==> src/common/wkt_defines.vh <==
`ifndef WKT_DEFINES_VH
`define WKT_DEFINES_VH

// register indices; byte address is four times the index
`define WKT_IDX_CONTROL 8'h23
`define WKT_IDX_RELOAD_HI 8'h24
`define WKT_IDX_RELOAD_LO 8'h25
`define WKT_IDX_COUNT_HI 8'h26
`define WKT_IDX_COUNT_LO 8'h27
`define WKT_IDX_IRQ_STATUS 8'h30
`define WKT_IDX_IRQ_MASK 8'h31

// control register fields
`define WKT_CTL_RUNNING 7
`define WKT_CTL_RUN_CHANGE 6
`define WKT_CTL_AUTO_TRIM 5
`define WKT_CTL_AUTO_CARD 4
`define WKT_CTL_AUTO_RELOAD 3
`define WKT_CTL_AUTO_WAKE 2
`define WKT_CTL_CLK_HI 1
`define WKT_CTL_CLK_LO 0

// interrupt status / mask fields
`define WKT_IRQ_UNDERFLOW 0
`define WKT_IRQ_CARD_FOUND 1
`define WKT_IRQ_NO_CARD 2

// clock select codes and prescaler terminal counts
`define WKT_CLK_DIV1 2'b00
`define WKT_CLK_DIV8 2'b01
`define WKT_CLK_DIV16 2'b10
`define WKT_CLK_DIV32 2'b11
`define WKT_DIV8_LAST 5'h07
`define WKT_DIV16_LAST 5'h0F
`define WKT_DIV32_LAST 5'h1F

// reset values
`define WKT_CTL_RESET 6'h00
`define WKT_RELOAD_RESET 8'h00
`define WKT_COUNT_RESET 16'h0000
`define WKT_IRQ_RESET 3'h0
`define WKT_DATA_RESET 32'h0000_0000
`define WKT_FLAG_RESET 1'b0
`define WKT_PRESCALE_RESET 5'h00

`endif

==> src/rtl/wkt_timer.v <==
// Local design decision: register access over APB.
`timescale 1ns/1ns
`include "wkt_defines.vh"

// Contract
// - control bit 7 reads back whether the wake-up timer is counting.
// - the running bit sets only on a control write that sets bit 6; it clears on such a write or when a non-reloading count underflows.
// - with auto_osc_trim set, every underflow pulses the oscillator trim start.
// - with auto_card_detect set, underflow starts card sensing; a found card raises an interrupt.
// - when sensing finds no card and power-down entry is enabled, power-down is requested.
// - during auto card detection the countdown reloads at underflow with no gap.
// - auto_reload set reloads at zero and keeps counting; with auto_reload and auto_card_detect both clear it counts to zero and stops.
// - every underflow sets the wake-up timer interrupt flag.
// - with auto_wake set, every underflow pulses a wake request.
// - clock select 00 counts the oscillator undivided, 01 by 8, 10 by 16, 11 by 32.
// - each start event loads the counter from reload high and low bytes.
// - writing the reload bytes does not disturb a running count.
// - the live counter is readable as high and low bytes.
module wkt_timer #(
    parameter ADDR_WIDTH = 12
) (
    input wire pclk,
    input wire presetn,
    input wire psel,
    input wire penable,
    input wire pwrite,
    input wire [ADDR_WIDTH-1:0] paddr,
    input wire [31:0] pwdata,
    output reg [31:0] prdata,
    output reg pready,
    output reg pslverr,
    input wire lfo_clk_in,
    input wire card_detect_done,
    input wire card_present,
    output reg trim_start,
    output reg card_detect_start,
    output reg wake_request,
    output reg power_down_request,
    output reg underflow_flag,
    output reg irq
);

    // registers
    reg running_q;
    reg running_d;
    reg auto_trim_q;
    reg auto_card_q;
    reg auto_reload_q;
    reg auto_wake_q;
    reg [1:0] clk_sel_q;
    reg [7:0] reload_hi_q;
    reg [7:0] reload_lo_q;
    reg [15:0] count_q;
    reg [15:0] count_d;
    reg [2:0] irq_status_q;
    reg [2:0] irq_status_d;
    reg [2:0] irq_mask_q;
    reg [4:0] prescale_q;
    reg [4:0] prescale_d;
    reg lfo_sync1_q;
    reg lfo_sync2_q;
    reg lfo_prev_q;
    reg card_busy_q;
    reg card_busy_d;

    wire [15:0] reload_value;
    wire apb_setup_done;
    wire wr_commit;
    wire [7:0] wr_byte;
    wire [7:0] index;
    wire lfo_edge;
    wire wr_ok;
    wire card_result;
    reg tick;
    reg underflow;
    reg start_event;
    reg stop_event;
    reg [7:0] rd_byte;
    reg mapped;

    function [4:0] div_last;
        input [1:0] sel;
        begin
            case (sel)
                `WKT_CLK_DIV8: div_last = `WKT_DIV8_LAST;
                `WKT_CLK_DIV16: div_last = `WKT_DIV16_LAST;
                `WKT_CLK_DIV32: div_last = `WKT_DIV32_LAST;
                default: div_last = 5'h00;
            endcase
        end
    endfunction

    function is_reg;
        input [7:0] idx;
        input [7:0] want;
        begin
            is_reg = (idx == want);
        end
    endfunction

    assign reload_value = {reload_hi_q, reload_lo_q};
    assign index = paddr[9:2];
    assign apb_setup_done = psel & penable & ~pready;
    // one wait state: pready rises one edge into the access phase, writes land on the next edge, while pready is high
    assign wr_commit = psel & penable & pready & pwrite;
    // a refused access must leave every register and the timer as they were
    assign wr_ok = wr_commit & mapped;
    assign wr_byte = pwdata[7:0];
    assign lfo_edge = lfo_sync2_q & ~lfo_prev_q;
    // a done pulse with no sensing run pending is ignored
    assign card_result = card_busy_q & card_detect_done;

    // the oscillator pin is asynchronous to pclk, so it passes two flops first
    always @(posedge pclk or negedge presetn) begin
        if (!presetn) begin
            lfo_sync1_q <= `WKT_FLAG_RESET;
            lfo_sync2_q <= `WKT_FLAG_RESET;
            lfo_prev_q <= `WKT_FLAG_RESET;
        end else begin
            lfo_sync1_q <= lfo_clk_in;
            lfo_sync2_q <= lfo_sync1_q;
            lfo_prev_q <= lfo_sync2_q;
        end
    end

    // prescaler: tick on every oscillator edge, or every 8th, 16th, 32nd
    always @* begin
        prescale_d = prescale_q;
        tick = 1'b0;
        if (!running_q) begin
            prescale_d = 5'h00;
        end else if (lfo_edge) begin
            // >= so a smaller divider chosen mid-count wraps at once, not after 32 edges
            if (prescale_q >= div_last(clk_sel_q)) begin
                prescale_d = 5'h00;
                tick = 1'b1;
            end else begin
                prescale_d = prescale_q + 5'h01;
            end
        end
    end

    always @* begin
        start_event = 1'b0;
        stop_event = 1'b0;
        if (wr_ok && is_reg(index, `WKT_IDX_CONTROL) && wr_byte[`WKT_CTL_RUN_CHANGE]) begin
            start_event = wr_byte[`WKT_CTL_RUNNING];
            stop_event = ~wr_byte[`WKT_CTL_RUNNING];
        end
    end

    // countdown; reload bytes are only sampled at a start or an automatic reload
    always @* begin
        count_d = count_q;
        running_d = running_q;
        underflow = 1'b0;
        if (start_event) begin
            running_d = 1'b1;
            count_d = reload_value;
        end else if (stop_event) begin
            running_d = 1'b0;
        end else if (running_q && tick) begin
            if (count_q == 16'h0000) begin
                underflow = 1'b1;
                if (auto_reload_q || auto_card_q) begin
                    count_d = reload_value;
                end else begin
                    running_d = 1'b0;
                end
            end else begin
                count_d = count_q - 16'h0001;
            end
        end
    end

    // card sensing runs outside; this only tracks that a sequence is pending
    always @* begin
        card_busy_d = card_busy_q;
        if (card_detect_done) begin
            card_busy_d = 1'b0;
        end
        if (underflow && auto_card_q) begin
            card_busy_d = 1'b1;
        end
    end

    // sticky status, write one to clear; a new event in the same cycle wins
    always @* begin
        irq_status_d = irq_status_q;
        if (wr_ok && is_reg(index, `WKT_IDX_IRQ_STATUS)) begin
            irq_status_d = irq_status_q & ~wr_byte[2:0];
        end
        if (underflow) begin
            irq_status_d[`WKT_IRQ_UNDERFLOW] = 1'b1;
        end
        if (card_result && card_present) begin
            irq_status_d[`WKT_IRQ_CARD_FOUND] = 1'b1;
        end
        if (card_result && !card_present) begin
            irq_status_d[`WKT_IRQ_NO_CARD] = 1'b1;
        end
    end

    always @* begin
        mapped = 1'b1;
        rd_byte = 8'h00;
        case (index)
            `WKT_IDX_CONTROL: rd_byte = {running_q, 1'b0, auto_trim_q, auto_card_q,
                auto_reload_q, auto_wake_q, clk_sel_q};
            `WKT_IDX_RELOAD_HI: rd_byte = reload_hi_q;
            `WKT_IDX_RELOAD_LO: rd_byte = reload_lo_q;
            // bytes are read live and may tear while counting; read twice for a stable value
            `WKT_IDX_COUNT_HI: rd_byte = count_q[15:8];
            `WKT_IDX_COUNT_LO: rd_byte = count_q[7:0];
            `WKT_IDX_IRQ_STATUS: rd_byte = {5'h00, irq_status_q};
            `WKT_IDX_IRQ_MASK: rd_byte = {5'h00, irq_mask_q};
            default: mapped = 1'b0;
        endcase
        if (paddr[1:0] != 2'b00 || |paddr[ADDR_WIDTH-1:10]) begin
            mapped = 1'b0;
        end
    end

    // apb answer and software-written fields
    always @(posedge pclk or negedge presetn) begin
        if (!presetn) begin
            pready <= `WKT_FLAG_RESET;
            pslverr <= `WKT_FLAG_RESET;
            prdata <= `WKT_DATA_RESET;
            {auto_trim_q, auto_card_q, auto_reload_q, auto_wake_q, clk_sel_q} <= `WKT_CTL_RESET;
            reload_hi_q <= `WKT_RELOAD_RESET;
            reload_lo_q <= `WKT_RELOAD_RESET;
            irq_mask_q <= `WKT_IRQ_RESET;
        end else begin
            pready <= apb_setup_done;
            pslverr <= apb_setup_done & ~mapped;
            if (apb_setup_done && !pwrite && mapped) begin
                prdata <= {24'h00_0000, rd_byte};
            end else begin
                prdata <= `WKT_DATA_RESET;
            end
            if (wr_ok) begin
                case (index)
                    `WKT_IDX_CONTROL: begin
                        auto_trim_q <= wr_byte[`WKT_CTL_AUTO_TRIM];
                        auto_card_q <= wr_byte[`WKT_CTL_AUTO_CARD];
                        auto_reload_q <= wr_byte[`WKT_CTL_AUTO_RELOAD];
                        auto_wake_q <= wr_byte[`WKT_CTL_AUTO_WAKE];
                        clk_sel_q <= wr_byte[`WKT_CTL_CLK_HI:`WKT_CTL_CLK_LO];
                    end
                    `WKT_IDX_RELOAD_HI: reload_hi_q <= wr_byte;
                    `WKT_IDX_RELOAD_LO: reload_lo_q <= wr_byte;
                    `WKT_IDX_IRQ_MASK: irq_mask_q <= wr_byte[2:0];
                    default: irq_mask_q <= irq_mask_q;
                endcase
            end
        end
    end

    // timer core
    always @(posedge pclk or negedge presetn) begin
        if (!presetn) begin
            running_q <= `WKT_FLAG_RESET;
            count_q <= `WKT_COUNT_RESET;
            prescale_q <= `WKT_PRESCALE_RESET;
            card_busy_q <= `WKT_FLAG_RESET;
            irq_status_q <= `WKT_IRQ_RESET;
        end else begin
            running_q <= running_d;
            count_q <= count_d;
            prescale_q <= prescale_d;
            card_busy_q <= card_busy_d;
            irq_status_q <= irq_status_d;
        end
    end

    // event outputs come from flops so the outside controllers never see a decode glitch
    always @(posedge pclk or negedge presetn) begin
        if (!presetn) begin
            trim_start <= `WKT_FLAG_RESET;
            card_detect_start <= `WKT_FLAG_RESET;
            wake_request <= `WKT_FLAG_RESET;
            power_down_request <= `WKT_FLAG_RESET;
            underflow_flag <= `WKT_FLAG_RESET;
            irq <= `WKT_FLAG_RESET;
        end else begin
            trim_start <= underflow & auto_trim_q;
            card_detect_start <= underflow & auto_card_q;
            wake_request <= underflow & auto_wake_q;
            // auto_wake doubles as the power-down entry enable after a sensing run
            power_down_request <= card_result & ~card_present & auto_wake_q;
            underflow_flag <= irq_status_d[`WKT_IRQ_UNDERFLOW];
            // irq follows the next status so a new event shows without an extra cycle
            irq <= |(irq_status_d & irq_mask_q);
        end
    end

endmodule

==> config.mk <==
export PLATFORM = sky130hd
export DESIGN_NAME = wkt_timer
export DESIGN_NICKNAME = d
export VERILOG_FILES = /design/src/rtl/wkt_timer.v
export VERILOG_INCLUDE_DIRS = /design/src /design/src/common
export SDC_FILE = /design/constraint.sdc
export NUM_CORES = 1
export LEC_CHECK = 0
export BUFFER_PORTS_ARGS = -buffer_cell sky130_fd_sc_hd__clkbuf_2
export CAP_MARGIN = 20
export CORE_MARGIN = 2
export CORE_UTILIZATION = 60
export CTS_BUF_LIST = sky130_fd_sc_hd__clkbuf_4 sky130_fd_sc_hd__clkbuf_8
export CTS_CLUSTER_SIZE = 12
export DETAILED_ROUTE_END_ITERATION = 10
export HOLD_SLACK_MARGIN = 0.12
export PLACE_DENSITY = 0.85
export SETUP_SLACK_MARGIN = 0.2
export SYNTH_ARGS = -nofsm -noshare
export SYNTH_HDL_FRONTEND = slang
export SYNTH_SLANG_ARGS = --single-unit
==> constraint.sdc <==
create_clock -name pclk -period 6.1 [get_ports pclk]
set_input_delay 0.915 -clock pclk [delete_from_list [all_inputs] [get_ports pclk]]
set_output_delay 0.915 -clock pclk [all_outputs]
set_load 0.02 [all_outputs]
# == After elaboration in Yosys (flattened, before gate mapping) ==
# Index checks and enable logic that the tools add are counted.
# word_totals
register_bits,70
output_inout_bits,40
in_bits,52
wordCells,126
# op_classes
n_reduce_logical,28
n_eq_ne,14
n_bitwise,21
muxes,35
add_sub_neg,2
order_cmp,1
# ops
cell,count
$mux 16,5
$eq 8x6->1 const B,7
$pmux 8 s7,1
$mux 5,5
$mux 1,21
$logic_not 16->1,1
$sub 16x1->16 const B,1
$pmux 5 s3,1
$and 1x1->1,13
$logic_and 1x1->1,9
$mux 8,1
$reduce_and 2->1,4
$reduce_or 7->1,1
$and 3x3->3,2
$reduce_and 3->1,2
$reduce_bool 2->1,3
$reduce_bool 3->1,2
$add 5x1->5 const B,1
$ge 5x5->1,1
$not 1->1,5
$eq 2x2->1 const B,2
$mux 3,1
$ne 3x2->1 const B,1
$ne 3x3->1 const B,1
8 further kinds,10

# == Logic depth before layout (Yosys ltp) ==
# depth
depth_word,15
mapped_depth,10
ltp_nobuf,9

# == Least setup slack after synthesis ==
# OpenSTA, ideal clock, no wires.
# synth_timing
path_type,input to register
startpoint,in paddr[5]
endpoint,reg reload_lo_q[0]
path_stages,6
n_path_buf,1
arrival_time_ns,2.597
setup_ns,0.125
path_slack_ns,3.378
required_ns,5.975
path_cell_list,or4b_4 > nor2_4 > nand2_2 > or4_1 > buf_4 > mux2_4
# synth_via
elab_chain_cells,6
word_cells_on_any_way,12
cone_classes,eq/ne: 7; mux: 2; bitwise: 1; reduce/logical: 2
# synth_lines
item,line_no,rtl
"start, declared",wkt_timer.v:27,"input wire [ADDR_WIDTH-1:0] paddr,"
"$eq 8x6->1, on equally long branches","wkt_timer.v:207, wkt_timer.v:243",
$reduce_or 7->1 (no line),--,
$mux 1,wkt_timer.v:207,case (index)
$mux 1,wkt_timer.v:219,if (paddr[1:0] != 2'b00 || |paddr[ADDR_WIDTH-1:10]) begin
$and 1x1->1,wkt_timer.v:107,assign wr_ok = wr_commit & mapped;
$reduce_and 2->1 (no line) *,--,
"end signal, assigned",wkt_timer.v:232,reload_lo_q <= `WKT_RELOAD_RESET;
"end signal, assigned",wkt_timer.v:252,`WKT_IDX_RELOAD_LO: reload_lo_q <= wr_byte;
"end, declared",wkt_timer.v:52,reg [7:0] reload_lo_q;
# Mark *: on every way between the ends. The rest lies on a longest branch, timed or not.
# A chain may end at the register's enable or synchronous reset.

# == Worst setup path in the final report ==
# layout_timing
startpoint,in paddr[2]
endpoint,reg count_q[11]
# layout_via
elab_chain_cells,10
word_cells_on_any_way,20
cone_classes,eq/ne: 9; mux: 5; bitwise: 1; reduce/logical: 5
# layout_lines
item,line_no,rtl
"$eq 8x6->1, on equally long branches","wkt_timer.v:97, wkt_timer.v:207",
$reduce_or 7->1 (no line),--,
$mux 1,wkt_timer.v:207,
$mux 1,wkt_timer.v:219,
$and 1x1->1,wkt_timer.v:107,
$logic_and 1x1->1 * (2 in series),wkt_timer.v:146,"if (wr_ok && is_reg(index, `WKT_IDX_CONTROL) && wr_byte[`WKT_CTL_RUN_CHANGE]) begin"
$mux 1,wkt_timer.v:146,
$ne 3x2->1 (no line) (tied with other cells),--,
$reduce_and 3->1 (no line),--,
"end signal, assigned",wkt_timer.v:264,count_q <= `WKT_COUNT_RESET;
"end signal, assigned",wkt_timer.v:270,count_q <= count_d;
"end, declared",wkt_timer.v:53,reg [15:0] count_q;
# Marked as above.

==> flow_metrics.env <==
export IMPL_status="complete, but fails checks"
export IMPL_violations="design-rule violations"
export IMPL_cap_viol_max_count=0
export IMPL_clock_sink_count=69
export IMPL_placedCellCount=481
export IMPL_antennaDiodeCount=0
export IMPL_vias=3177
export IMPL_crit_top_cell="nand3_1"
export IMPL_holdCritPathClass="register to register"
export IMPL_rsz0062_at_grt="false"
export IMPL_viasPerCell=6.38
export IMPL_cts_root_buf="clkbuf_8"
export IMPL_wl_um=9340
export IMPL_path_clk_slew_ps=60
export IMPL_ir_drop_mv=0.109
export IMPL_fin_tns_setup_ps=0
export IMPL_grt_pass1_wl_um=15300
export IMPL_dr_pass1_iters=11
export IMPL_groute_usage_overall_pct=27.0
export IMPL_layout_nets=475
export IMPL_gp_congestion=0.929
export IMPL_slew_violations=0
export IMPL_die_y_um=85.7
export IMPL_max_stage_delay_ps=690
export IMPL_ys_seq_area_share_pct=43.1
export IMPL_required_ps=6320
export IMPL_post_route_drc_count=10
export IMPL_synth_area_top_cells="dfrtp_1, mux2_4, buf_4"
export IMPL_start_util_pct=62.4
export IMPL_synth_seq_cells=69
export IMPL_grt_overflow_total=0
export IMPL_worstSetupEndpointType="register"
export IMPL_cp_max_fo=17
export IMPL_relSlewSlack_pct=35.7
export IMPL_cts_made_buffers=9
export IMPL_ys_dominant_reg_cell="dfrtp_1"
export IMPL_worstSkewPairLatency_ps=350
export IMPL_arrival_ps=3320
export IMPL_grt_max_degree=70
export IMPL_hpwl_um=6700
export IMPL_crit_slowest_cell="o31ai_4"
export IMPL_cts_hold_buf=0
export IMPL_synth_most_common_cell="dfrtp_1"
export IMPL_cts_resized=0
export IMPL_async_flop_share_pct=100
export IMPL_io_buffers=43
export IMPL_syn_inst=372
export IMPL_finalHoldViolCount=0
export IMPL_area_growth_pct=9.49
export IMPL_core_um2=6420
export IMPL_regArea_um2=1730
export IMPL_powerDensity_nw_per_um2=204
export IMPL_synth_area_um2=4010
export IMPL_fp_dieArea_um2=7350
export IMPL_fmax_mhz=322
export IMPL_start_kind="input port"
export IMPL_h_tree_depth=3
export IMPL_post_cts_setup_buffer_count=0
export IMPL_postRouteAntennaNets=0
export IMPL_p_leak_uw=0.00212
export IMPL_drive_gt1_share_pct=24.0
export IMPL_worstMarginPinSlew_ps=956
export IMPL_rows=29
export IMPL_min_period_ps=3100
export IMPL_multiInputGateArea_um2=2080
export IMPL_avgSynthCellArea_um2=10.8
export IMPL_stdcell_count=498
export IMPL_avgRoutedWirePerCell_um=18.8
export IMPL_synth_common_cells="dfrtp_1, nand2_1, buf_4"
export IMPL_antenna_found_initial=0
export IMPL_period_share_pct=50.9
export IMPL_skew_ps=11.2
export IMPL_ios=92
export IMPL_grt_pass1_vias=3030
export IMPL_cts_tree="yes"
export IMPL_crit_chain="clkbuf_2, nor4bb_1, nand3_1, o31ai_4, mux2_1, o21ai_1, nand3_1"
export IMPL_synth_edf_count=0
export IMPL_synth_top_area_share_pct=43.1
export IMPL_drt_iter0_drc=349
export IMPL_yosys_area_top_type="dfrtp_1"
export IMPL_worstSetupPathType="input port to register"
export IMPL_ys_warn_count=0
export IMPL_yosysUniqueCellTypes=58
export IMPL_final_setup_viol_count=0
export IMPL_clockBufferDepth=2
export IMPL_nFillCells=478
export IMPL_die_x_um=85.7
==> area by class of cell <==
class	count	area share, %
sequential	69	39.3
clock inverter	6	1.40
tap	77	2.20
clock buffer	10	3.14
multi-input combinational	277	47.4
timing repair buffer	46	5.42
inverter	13	1.11
==> through the flow <==
step	area, µm²	hold WS [ps]	worst slack (ps)	power [µW]	utilization (%)
floorplan	4090	331	3380	510	-
global placement	4180	332	2550	524	65.1
detailed placement	4180	336	2340	525	65.1
CTS	4380	351	2690	897	68.2
global route	4390	362	2830	924	68.3
finish	4390	348	3000	894	68.3
==> per-layer routing <==
layer  vias up  part of all wire [%]  global-route usage, %
li1       1425                     -                      -
met1      1530                    40                   35.1
met2       193                    48                   43.9
met3        29                   8.9                   5.97
met4         0                   2.8                   11.7
met5         -                     0                      0
==> flip-flops by register name, indices dropped and copies added (netlist names) <==
register            cells
auto_card_q             1
auto_reload_q           1
auto_trim_q             1
auto_wake_q             1
card_busy_q             1
card_detect_start       1
clk_sel_q               2
count_q                16
irq                     1
irq_mask_q              3
irq_status_q            3
lfo_prev_q              1
lfo_sync1_q             1
lfo_sync2_q             1
power_down_request      1
prdata                  8
pready                  1
prescale_q              5
pslverr                 1
reload_hi_q             8
reload_lo_q             8
running_q               1
trim_start              1
wake_request            1
==> layout by cell type, fill, tap and decap left out, types with 11 or more instances in the layout <==
cell,count
nor2_1,23
inv_1,13
nand3_1,11
nand2_1,29
mux2_4,15
clkbuf_2,42
a21oi_1,12
conb_1,24
nor3_1,21
dfrtp_1,69
==> path summary, 6_finish.rpt <==
kind	start	end	slack, ps	depth (start not counted)
max	paddr[2]	count_q[11]	3000	7
min	lfo_sync1_q	lfo_sync2_q	350	0
max reg2reg	clk_sel_q[1]	card_busy_q	3370	9
min reg2reg	lfo_sync1_q	lfo_sync2_q	350	0
max in group asynchronous	presetn	auto_trim_q	4780	2
min in group asynchronous	presetn	pready	740	2
==> power breakdown <==
group / switching, µW / total, µW / internal, µW
Sequential: 0.973 / 460 / 459
Combinational: 42.7 / 56.4 / 13.6
Clock: 178 / 377 / 199
==> kinds of logic (layout without fill, tap and decap cells) <==
logic type / count (synthesis) / after routing / share of synthesized area (%)
and+or+nand+nor: 136 / 136 / 20.2
AOI/OAI and AO/OA: 70 / 70 / 12.6
DFF: 69 / 69 / 43.1
buffers and inverters: 49 / 75 / 7.18
muxes: 38 / 38 / 14.2
adders and majority gates: 7 / 7 / 2.19
xor gates and xnor gates: 2 / 2 / 0.437
other: 1 / 24 / 0.0936
==> worst max-delay path, delay by kind of cell <==
kind | cells | cell delay [ps]
buffers and inverters | 1 | 460
AOI/OAI and AO/OA | 2 | 780
and+or+nand+nor | 3 | 750
muxes | 1 | 410
Power figures use the tool's default switching activity.
